### config.mk
export PLATFORM = sky130hd
export DESIGN_NAME = cajc_axis
export DESIGN_NICKNAME = d
export VERILOG_FILES = /design/src/hdl/cajc_pkg.sv /design/src/hdl/cajc_cam_track.sv /design/src/hdl/cajc_axis.sv
export SDC_FILE = /design/constraint.sdc
export NUM_CORES = 1
export LEC_CHECK = 0
export CORE_ASPECT_RATIO = 0.5
export CORE_MARGIN = 1.5
export CORE_UTILIZATION = 45
export DETAILED_ROUTE_END_ITERATION = 16
export DONT_BUFFER_PORTS = 1
export HOLD_SLACK_MARGIN = 0.05
export PLACE_DENSITY = 0.7
export RECOVER_POWER = 100
export SETUP_SLACK_MARGIN = 0.4
export SYNTH_ARGS = -nofsm -noshare
export SYNTH_HDL_FRONTEND = slang
export SYNTH_SLANG_ARGS = --single-unit
### constraint.sdc
create_clock -name i_clk -period 22.6 [get_ports i_clk]
set_clock_uncertainty 0.2 [all_clocks]
set_input_delay 2.26 -clock i_clk [delete_from_list [all_inputs] [get_ports i_clk]]
set_output_delay 2.26 -clock i_clk [all_outputs]
set_load 0.05 [all_outputs]
### src/hdl/cajc_pkg.sv
// Package for the cam axis job control block: constants, codes and carrier structs
package cajc_pkg;

    // Job selection codes
    localparam logic [3:0] JOB_SET_ACTUAL = 4'h0;
    localparam logic [3:0] JOB_SIMULATION = 4'h2;

    // Operator error codes
    localparam logic [7:0] ERR_NONE       = 8'h00;
    localparam logic [7:0] ERR_BAD_JOB    = 8'h01;
    localparam logic [7:0] ERR_NOT_IMMED  = 8'h02;

    // Status word bit positions
    localparam int AXIS_SYNC_BIT  = 10;
    localparam int RUN_ECHO_BIT   = 8;
    localparam int STOP_ECHO_BIT  = 9;
    localparam int SIM_ACTIVE_BIT = 12;
    localparam int TRACK_EN_BIT   = 8;
    localparam int CAM_LSB        = 8;
    localparam int TRACK_ID_BIT   = 0;

    // Position in units of 0.001 mm, speed in 0.001 mm/min
    localparam int POS_W = 32;
    localparam int SPD_W = 32;

    // Position update tick: every 1 ms of a 100 MHz clock
    localparam int      CLK_HZ       = 100_000_000;
    localparam int      TICK_US      = 1000;
    localparam int      TICK_CYCLES  = CLK_HZ / 1_000_000 * TICK_US;
    localparam logic [16:0] TICK_LAST = 17'(TICK_CYCLES - 1);
    // Ticks per minute; speed per tick = speed / 60000
    localparam logic [SPD_W-1:0] TICKS_PER_MIN = 32'd60000;

    localparam int NUM_CAMS = 8;

    // Reset values
    localparam logic [POS_W-1:0] POS_RESET = '0;
    localparam logic [15:0]      WORD_RESET = 16'h0000;

    // Job mailbox contents
    typedef struct packed {
        logic [3:0]       sel;
        logic             immediate;
        logic             reverse;
        logic [POS_W-1:0] coord;
        logic [SPD_W-1:0] speed;
    } cajc_job_t;

    // One cam: switch-on window [start, stop) and start-edge interrupt select
    typedef struct packed {
        logic [POS_W-1:0] start;
        logic [POS_W-1:0] stop;
        logic             irq_sel;
    } cajc_cam_t;

    // Status words read back by the controller
    typedef struct packed {
        logic [15:0]      axis_status;
        logic [15:0]      image_word;
        logic [15:0]      sim_word;
        logic [15:0]      track_word;
        logic [15:0]      cam_word;
        logic [15:0]      track_id;
        logic [7:0]       op_error;
        logic [POS_W-1:0] actual;
    } cajc_status_t;

endpackage : cajc_pkg

### src/hdl/cajc_cam_track.sv
// One cam track: cam states from the actual position and start-of-cam edge pulses
`timescale 1ns/1ps
`default_nettype none
module cajc_cam_track
(
    // Clock and reset
    input  wire logic                             i_clk,
    input  wire logic                             i_resetn,
    // Track control and position
    input  wire logic                             i_enable,
    input  wire logic [cajc_pkg::POS_W-1:0]       i_pos,
    input  wire cajc_pkg::cajc_cam_t [cajc_pkg::NUM_CAMS-1:0] i_cams,
    // Cam states and start edges
    output logic      [cajc_pkg::NUM_CAMS-1:0]    o_cam,
    output logic      [cajc_pkg::NUM_CAMS-1:0]    o_start_edge
);
    import cajc_pkg::*;

    typedef struct packed {
        logic [NUM_CAMS-1:0] cam;
        logic [NUM_CAMS-1:0] edge_p;
    } cajc_trk_state_t;

    cajc_trk_state_t state;
    cajc_trk_state_t next_state;

    function automatic logic in_window(input logic [POS_W-1:0] p, input cajc_cam_t c);
        in_window = (p >= c.start) && (p < c.stop);
    endfunction : in_window

    always_comb
    begin
        next_state = state;
        for (int i = 0; i < NUM_CAMS; i++)
        begin
            // Disabled track holds all cams off
            next_state.cam[i]    = i_enable && in_window(i_pos, i_cams[i]);
            next_state.edge_p[i] = next_state.cam[i] && !state.cam[i];
        end
    end

    always_ff @(posedge i_clk or negedge i_resetn)
    begin
        if (!i_resetn)
            state <= '0;
        else
            state <= next_state;
    end

    assign o_cam        = state.cam;
    assign o_start_edge = state.edge_p;

endmodule : cajc_cam_track
`default_nettype wire

### src/hdl/cajc_axis.sv
// Axis job and control-bit handling with simulation and one cam track
`timescale 1ns/1ps
`default_nettype none
// Contract
// - Set-actual-value job loads position from job data and sets axis synchronized in the same cycle.
// - Run echo follows transferred run bit; clears on next transfer with bit low.
// - Run bit with simulation job starts simulation and sets simulation-active flag.
// - Active simulation moves position at commanded speed and direction, no encoder.
// - Zero simulation speed leaves position unchanged while simulation stays active.
// - No cam of a track switches before that track is enabled.
// - Transferred track-enable request sets track-enabled flag.
// - Transferred removal of track-enable stops the track and clears its flag.
// - Enabled track reports its eight cam states in bits 8 to 15.
// - Track one identification bit sits at bit 0 of track-id word.
// - Operator error is zero after good job, nonzero code on rejection.
// - Immediate-mode job executes at the moment the run bit is set.
// - Stop bit with simulation job ends simulation; position stays put.
// - With cam interrupts enabled, crossing selected cam start raises process interrupt.
module cajc_axis
(
    // Clock and reset
    input  wire logic                              i_clk,
    input  wire logic                              i_resetn,
    // Control-signal transfer from the controller
    input  wire logic                              i_write_ctrl,
    input  wire logic                              i_run,
    input  wire logic                              i_stop,
    input  wire logic                              i_track_en_req,
    // Job mailbox and machine data
    input  wire cajc_pkg::cajc_job_t               i_job,
    input  wire logic                              i_cam_irq_en,
    input  wire cajc_pkg::cajc_cam_t [cajc_pkg::NUM_CAMS-1:0] i_cams,
    // Transfer handshake, status and interrupt
    output logic                                   o_write_done,
    output cajc_pkg::cajc_status_t                 o_status,
    output logic      [cajc_pkg::NUM_CAMS-1:0]     o_cam_out,
    output logic                                   o_process_irq
);
    import cajc_pkg::*;

    typedef struct packed {
        logic             run_img;
        logic             stop_img;
        logic             track_en;
        logic             sim_active;
        logic             sim_reverse;
        logic [SPD_W-1:0] sim_speed;
        logic [SPD_W-1:0] frac;
        logic             synced;
        logic [7:0]       op_error;
        logic [POS_W-1:0] pos;
        logic [16:0]      tick_cnt;
        logic             done;
        logic             irq;
    } cajc_axis_state_t;

    cajc_axis_state_t state;
    cajc_axis_state_t next_state;

    logic [NUM_CAMS-1:0] cam;
    logic [NUM_CAMS-1:0] start_edge;
    logic                tick;
    logic                run_rise;
    logic                stop_rise;
    logic                xfer_take;
    logic [NUM_CAMS-1:0] irq_hit;
    logic [SPD_W:0]      acc;
    logic [SPD_W-1:0]    step;

    function automatic logic [15:0] bit_word(input logic v, input int pos);
        bit_word = 16'(v) << pos;
    endfunction : bit_word

    // Result of a job started by a run edge; only immediate jobs may run
    function automatic logic [7:0] run_error(input cajc_job_t job);
        if (!job.immediate)
            run_error = ERR_NOT_IMMED;
        else if ((job.sel == JOB_SET_ACTUAL) || (job.sel == JOB_SIMULATION))
            run_error = ERR_NONE;
        else
            run_error = ERR_BAD_JOB;
    endfunction : run_error

    // Result of a stop edge; only a simulation job can be switched off
    function automatic logic [7:0] stop_error(input cajc_job_t job);
        if (job.sel == JOB_SIMULATION)
            stop_error = ERR_NONE;
        else
            stop_error = ERR_BAD_JOB;
    endfunction : stop_error

    // Track one; its cams follow the registered position one cycle later
    cajc_cam_track u_track
    (
        .i_clk        (i_clk),
        .i_resetn     (i_resetn),
        .i_enable     (state.track_en),
        .i_pos        (state.pos),
        .i_cams       (i_cams),
        .o_cam        (cam),
        .o_start_edge (start_edge)
    );

    // Free-running divider; the first step after a start lands within one period
    assign tick      = (state.tick_cnt == TICK_LAST);
    // A request still high while done stands is ignored, then re-latched harmlessly
    assign xfer_take = i_write_ctrl && !state.done;
    // Command edges seen only at a transfer
    assign run_rise  = xfer_take && i_run && !state.run_img;
    assign stop_rise = xfer_take && i_stop && !state.stop_img;

    // Selected cams whose start was crossed in this cycle
    always_comb
    begin
        for (int i = 0; i < NUM_CAMS; i++)
        begin
            irq_hit[i] = i_cam_irq_en && start_edge[i] && i_cams[i].irq_sel;
        end
    end

    always_comb
    begin
        next_state          = state;
        acc                 = '0;
        step                = '0;
        next_state.tick_cnt = tick ? '0 : 17'(state.tick_cnt + 17'h00001);
        next_state.done     = 1'b0;
        next_state.irq      = |irq_hit;

        // Transfer: latch images and track enable, acknowledge one cycle later
        if (xfer_take)
        begin
            next_state.run_img  = i_run;
            next_state.stop_img = i_stop;
            next_state.track_en = i_track_en_req;
            next_state.done     = 1'b1;
        end

        // Simulation advance on each tick with fractional carry
        if (state.sim_active && tick)
        begin
            acc = {1'b0, state.frac} + {1'b0, state.sim_speed};
            step = SPD_W'(acc / {1'b0, TICKS_PER_MIN});
            next_state.frac = SPD_W'(acc % {1'b0, TICKS_PER_MIN});
            // Zero speed gives zero step
            if (state.sim_reverse)
                next_state.pos = state.pos - step;
            else
                next_state.pos = state.pos + step;
        end

        // Jobs run at the run edge only in immediate mode; run beats a stop edge
        if (run_rise)
        begin
            next_state.op_error = run_error(i_job);
            if (i_job.immediate)
            begin
                unique case (i_job.sel)
                    JOB_SET_ACTUAL:
                    begin
                        next_state.pos    = i_job.coord;
                        next_state.frac   = '0;
                        next_state.synced = 1'b1;
                    end
                    JOB_SIMULATION:
                    begin
                        next_state.sim_active  = 1'b1;
                        next_state.sim_speed   = i_job.speed;
                        next_state.sim_reverse = i_job.reverse;
                    end
                    default:
                    begin
                        // Unknown selection only reports its error code
                    end
                endcase
            end
        end
        else if (stop_rise)
        begin
            next_state.op_error = stop_error(i_job);
            if (stop_error(i_job) == ERR_NONE)
            begin
                // Position is left where it stopped, even on a tick
                next_state.sim_active = 1'b0;
                next_state.frac       = '0;
                next_state.pos        = state.pos;
            end
        end
    end

    // Reset clears every image, flag and the position
    always_ff @(posedge i_clk or negedge i_resetn)
    begin
        if (!i_resetn)
        begin
            state          <= '0;
            state.pos      <= POS_RESET;
            state.op_error <= ERR_NONE;
        end
        else
            state <= next_state;
    end

    // Acknowledge and interrupt are one-cycle registered pulses
    assign o_write_done  = state.done;
    assign o_cam_out     = cam;
    assign o_process_irq = state.irq;

    always_comb
    begin
        o_status             = '0;
        o_status.axis_status = bit_word(state.synced, AXIS_SYNC_BIT);
        o_status.image_word  = bit_word(state.run_img, RUN_ECHO_BIT)
                             | bit_word(state.stop_img, STOP_ECHO_BIT);
        o_status.sim_word    = bit_word(state.sim_active, SIM_ACTIVE_BIT);
        o_status.track_word  = bit_word(state.track_en, TRACK_EN_BIT);
        o_status.cam_word    = WORD_RESET | (16'(cam) << CAM_LSB);
        o_status.track_id    = bit_word(state.track_en, TRACK_ID_BIT);
        o_status.op_error    = state.op_error;
        o_status.actual      = state.pos;
    end

endmodule : cajc_axis
`default_nettype wire

### Word-level counts from Yosys, hierarchy flattened

Index checks and enable logic that the tools add are counted.

| word-level totals | value |
|---|---|
| register bits | 145 |
| logic and storage cells | 133 |
| latch bits | 0 |
| output and inout bits | 146 |
| memories kept | 0 |
| input port bits | 597 |
| bits in read-only memories | 0 |
| memory bits (writable) | 0 |

| operators by class | value |
|---|---|
| divide/modulo/power cells | 2 |
| add/subtract/negate cells | 4 |
| magnitude comparators | 16 |
| reductions and logical operators | 66 |
| $mul | 0 |
| multiplexer cells | 24 |
| bitwise operators | 1 |
| shifts and indexed selects | 0 |
| eq/ne operators | 5 |

Operator list:

| kind | count |
|---|---|
| 32-bit two-way mux | 9 |
| 32-bit >= comparator | 8 |
| 32-bit < comparator | 8 |
| 40-bit two-way mux | 2 |
| 67-bit two-way mux | 1 |
| 1-bit logical AND | 46 |
| 34-bit two-way mux | 1 |
| 32-bit by 32-bit adder with 33-bit output | 1 |
| 33-bit by 16-bit divider with 33-bit output, second input constant | 1 |
| 33-bit by 16-bit modulo with 33-bit output, second input constant | 1 |
| 33-bit two-way mux | 1 |
| 32-bit adder | 1 |
| 32-bit subtractor | 1 |
| 17-bit by 1-bit adder with 17-bit output, second input constant | 1 |
| 17-bit equality test, second input constant | 1 |
| 17-bit two-way mux | 1 |
| 8-bit two-way mux | 2 |
| 1-bit logical NOT | 11 |
| 9-bit by 10-bit OR with 10-bit output | 1 |
| 8-bit logical NOT | 1 |
| 8-bit OR reduction | 1 |
| 1-bit two-way mux | 6 |
| 3-bit AND reduction | 2 |
| 4-bit by 2-bit equality test with 1-bit output, second input constant | 1 |
| other kinds (8) | 9 |

### Longest topological paths before layout

| depth | value |
|---|---|
| word-level depth | 10 |
| mapped depth | 118 |
| gate-level depth less buffers | 102 |

### Hierarchy

Synthesis repeated with hierarchy kept, for this count alone.

| second synthesis, totals | value |
|---|---|
| cell total of the unflattened synthesis | 4,428 |
| area total of the unflattened synthesis | 33,058.0 um^2 |

Modules (own cells, without submodules):

| module | area an instance (um^2) | cells an instance | seq. area each (um^2) | instances |
|---|---|---|---|---|
| cajc_axis | 19,986.7 | 2,634 | 3,078.0 | 1 |
| cajc_cam_track | 13,071.3 | 1,794 | 400.4 | 1 |

### Worst setup path before layout

Ideal clock, no wire load.

| timing path | value |
|---|---|
| kind | flip-flop to flip-flop |
| from | register state[60] (netlist bit) |
| to | register state (netlist bit o_status[30]) |
| required time | 22.279 ns |
| stages on the path, launching flop included | 110 |
| library setup time | 0.121 ns |
| clock period less this slack | 23.471 ns |
| path buffers | 11 |
| arrival | 23.150 ns |
| setup slack | -0.871 ns |
| cell sequence | dfrtp_1 ha_1 fa_1 a21o_1 a221o_1 a221o_1 a211o_1 a221oi_2 xnor2_1 o311ai_4 and2_1 buf_4 a31oi_4 a21o_1 buf_2 a221oi_4 a211oi_1 o311ai_1 [74 not listed] a21oi_1 o21bai_1 a21oi_1 o21bai_1 a21oi_1 o21bai_1 a21oi_1 o21bai_1 a21oi_1 o21bai_1 a21oi_1 o21bai_1 a21oi_1 o21bai_1 a21oi_1 xor2_1 o21ai_0 a22o_1 |

| between the ends | value |
|---|---|
| word-level cells in the longest chain between the ends | 8 |

Ends and longest elaborated chain:

| what | line | text |
|---|---|---|
| from (decl) | cajc_axis.sv:57 | `cajc_axis_state_t state;` |
| from (signal assigned) | cajc_axis.sv:201 | `state <= next_state;` |
| 32-bit by 32-bit adder with 33-bit output (*) | cajc_axis.sv:142 | `acc = {1'b0, state.frac} + {1'b0, state.sim_speed};` |
| 33-bit by 16-bit divider with 33-bit output (*) | cajc_axis.sv:143 | `step = SPD_W'(acc / {1'b0, TICKS_PER_MIN});` |
| 32-bit adder or 32-bit subtractor (tied branches) | cajc_axis.sv:149, cajc_axis.sv:147 |  |
| 32-bit two-way mux (*) | cajc_axis.sv:146 | `if (state.sim_reverse)` |
| 32-bit two-way mux (*) | cajc_axis.sv:140 | `if (state.sim_active && tick)` |
| 32-bit two-way mux (on tied branches) | cajc_axis.sv:181, cajc_axis.sv:158 |  |
| 40-bit two-way mux or 32-bit two-way mux (tied branches) | cajc_axis.sv:178, cajc_axis.sv:156 |  |
| 40-bit two-way mux (*) | cajc_axis.sv:153 | `if (run_rise)` |

Every way passes the cells marked *; elsewhere a longest branch is shown, timed or not. The select of a mux whose other input is x is not followed.
A chain may end at the register's enable or synchronous reset.

### Final worst setup path

| timing path | value |
|---|---|
| from | register state[60] (netlist bit) |
| to | register state (netlist bit o_status[31]) |

Same word-level chain as after synthesis.

==> results_dict.tcl <==
set metrics [dict create \
    ys_top_cells_by_area "ha_1, dfrtp_1, inv_1" \
    port_buffers 0 \
    cts.sinks 139 \
    clock.fmax_mhz 42.9 \
    critPathMaxStageDelay_ps 540 \
    finalWorstSetupSlack_ps -692 \
    relSlewSlack_pct -54.5 \
    detail_route.vias_per_cell 5.89 \
    synth.ff_latch_count 139 \
    reg2reg_from "state[60]" \
    design_area_sq_um 40900 \
    drive_gt1_share_pct 26.9 \
    crit_required_ps 22760 \
    dr_total_vias 34800 \
    ios 743 \
    period_share_pct 103 \
    ys_warn_count 0 \
    die_w_um 377 \
    clockBufferDepth 2 \
    fillerInstances 6130 \
    synth_edf_count 0 \
    synthesis.area_sq_um 31400 \
    initial_core_util_pct 45.6 \
    wl_mm 126 \
    antenna_left 0 \
    grt_pass1_vias 33400 \
    violations "capacitance limit, slew limit, setup timing" \
    area_delta_synth_final_pct 30.1 \
    yosysTopAreaCell "ha_1" \
    htreeDepth 4 \
    r2r_end "o_status[31]" \
    avgSynthCellArea_sq_um 7.54 \
    grt_pass1_wl_mm 186 \
    end_kind "flip-flop" \
    hpwl_mm 101 \
    synth_seq_area_share_pct 11.1 \
    critPathKind "flip-flop to flip-flop" \
    synthArstFlopShare_pct 100 \
    route.met3.wl_mm 10.4 \
    r2r_cells 118 \
    report.final.slew_viol_count 191 \
    critPathArrivalTime_ps 23450 \
    finalHoldViolations 0 \
    outcome "complete, but fails checks" \
    worst_pin_slew_ps 2320 \
    cts_tree "done" \
    crit_fanout 6 \
    dr.pass1.iters 6 \
    met1_length_mm 52.1 \
    routed.top_layer "met5" \
    syn_inst 4169 \
    maxCapViolations 11 \
    post_drt_wl_per_cell_um 21.3 \
    synth_ff_type "dfrtp_1" \
    nets 6117 \
    reg2reg_slack_ps -690 \
    dieHeight_um 190 \
    dr.first_iter.drc_count 3156 \
    crit_top_cell "buf_4" \
    grt_use_total_pct 33.1 \
    cts_buffers 17 \
    cts-root-buf "clkbuf_16" \
    layout_min_cycle_time_ps 23290 \
    hold_path_end "state[2]" \
    antenna_found_initial 21 \
    crit_slowest_cell "or4_1" \
    grt.overflow.total 0 \
    whs_path_depth 1 \
    drc 0 \
    dieArea_sq_um 71500 \
    finalSetupViolCount 6 \
    wl_met2_mm 55.7 \
    rsz0062_at_grt "true" \
    routabilityCongestion 0.999 \
    place_area_sq_um 37800 \
    cp-start-kind "flip-flop" \
    worstHoldStart "state[2]" \
    grt_max_degree 140 \
    path_clk_slew_ps 80 \
    rows 68 \
    hold_path.class "flip-flop to flip-flop" \
    coreArea_sq_um 69000 \
    clk_latency_ps 480 \
    synth_cell_types 135 \
    synth_top_area_share_pct 22.6 \
]
worst max-delay path by stage:
stage | endpoint | depth (start not counted) | slack [ps] | start
global route | o_status[30] | 114 | -1670 | state[60]
CTS | o_status[31] | 113 | -210 | state[60]
floorplan | o_status[31] | 111 | -250 | state[60]
global placement | o_status[31] | 111 | -250 | state[60]
detailed placement | o_status[31] | 106 | -870 | state[60]
finish | o_status[31] | 118 | -690 | state[60]
cell usage in the layout (no fill, tap or decap), types with 91 or more instances in the layout:
cell,count
buf_4,859
nand2b_1,147
nor2_1,195
xnor2_1,122
o21ai_0,215
a21oi_1,326
dfrtp_1,130
inv_1,539
nor2b_1,141
ha_1,567
nand4_1,91
nand2_1,228
timing repair:
| action | in CTS | in global routing |
|---|---|---|
| buffers inserted | 64 | 63 |
| hold buffers | 0 | 0 |
| cloned | 2 | 0 |
| setup endpoints to repair | 10 | 21 |
| pin swaps | 84 | 162 |
| gates resized for setup | 106 | 212 |
metal layers:
| layer | global-route usage (%) | up-vias |
|---|---|---|
| met4 | 20.2 | 10 |
| met2 | 52.4 | 1615 |
| met5 | 0 | - |
| met1 | 41.2 | 16400 |
| met3 | 7.23 | 443 |
| li1 | - | 16300 |
through the flow:
| step | instances | hold slack [ps] | util, % | TNS (ps) | setup WS [ps] |
|---|---|---|---|---|---|
| after floorplan | 4256 | 236 | - | -254 | -254 |
| after global placement | 5746 | 270 | 54.7 | -261 | -247 |
| after detailed placement | 5746 | 279 | 54.7 | -2490 | -867 |
| after CTS | 5844 | 296 | 57.1 | -408 | -208 |
| after global routing | 5918 | 314 | 59.3 | -10160 | -1670 |
| final | 5920 | 293 | 59.3 | -2180 | -692 |
critical path: cells and delay by family (launching register included):
family / cells / cell delay [ps]
mux: 3 / 530
fa+ha+maj: 4 / 1040
buf+inv: 20 / 2840
compound gates: 72 / 14110
xor+xnor: 2 / 340
simple gates: 17 / 3700
flops: 1 / 390
flip-flops by register name (all words and copies together) (netlist names):
register / cells
u_track.o_cam: 8
o_process_irq: 1
u_track.o_start_edge: 8
state: 84
o_write_done: 1
o_status: 37
cell usage after synthesis (all sizes together), types with 9 or more instances:
master,count
ha,569
inv,541
a21oi,379
o21ai,259
nand2,237
nor2,209
buf,167
nand2b,148
xnor2,142
nor2b,141
dfrtp,139
nand4,91
a21o,70
nand3,70
nor3,70
clkbuf,68
xor2,59
and2,53
mux2,53
a211oi,46
mux2i,42
o22ai,41
a31oi,38
and3,33
o211ai,33
o21bai,32
or3,30
nor4,27
o31ai,25
a221oi,24
o21a,24
a21boi,18
a22oi,18
a211o,15
a41oi,14
nand3b,14
o31a,14
or2,13
a2111oi,12
a221o,12
o311ai,12
o211a,10
a31o,9
o2111ai,9
o32ai,9
kinds of logic (layout without fill, tap and decap cells):
kind of cell / after synthesis / after routing / share of synthesized area (%)
AO/OA/AOI/OAI: 1199 / 1201 / 25.7
XOR/XNOR: 201 / 201 / 5.70
adder cells (fa/ha/maj): 578 / 578 / 23.0
buffers and inverters: 777 / 1481 / 11.1
flip-flops: 139 / 139 / 11.1
multiplexers: 96 / 96 / 3.41
other: 1 / 101 / 0.0119
AND/OR/NAND/NOR: 1178 / 1178 / 20.0
final cells by class:
class                   instances  area, sq um  share of cell area [%]
diodes                         13         32.5                  0.0795
clock buffers                  17          425                    1.04
clock inverters                15          189                   0.462
inverters                     542         2030                    4.97
multi-input cells            3342        26600                    65.1
flip-flops and latches        139         3490                    8.53
well taps                     945         1180                    2.89
repair buffers                907         6920                    16.9
Power is not shown: default switching activity piles up to over one toggle a cycle in this logic, so the estimate is an artifact.
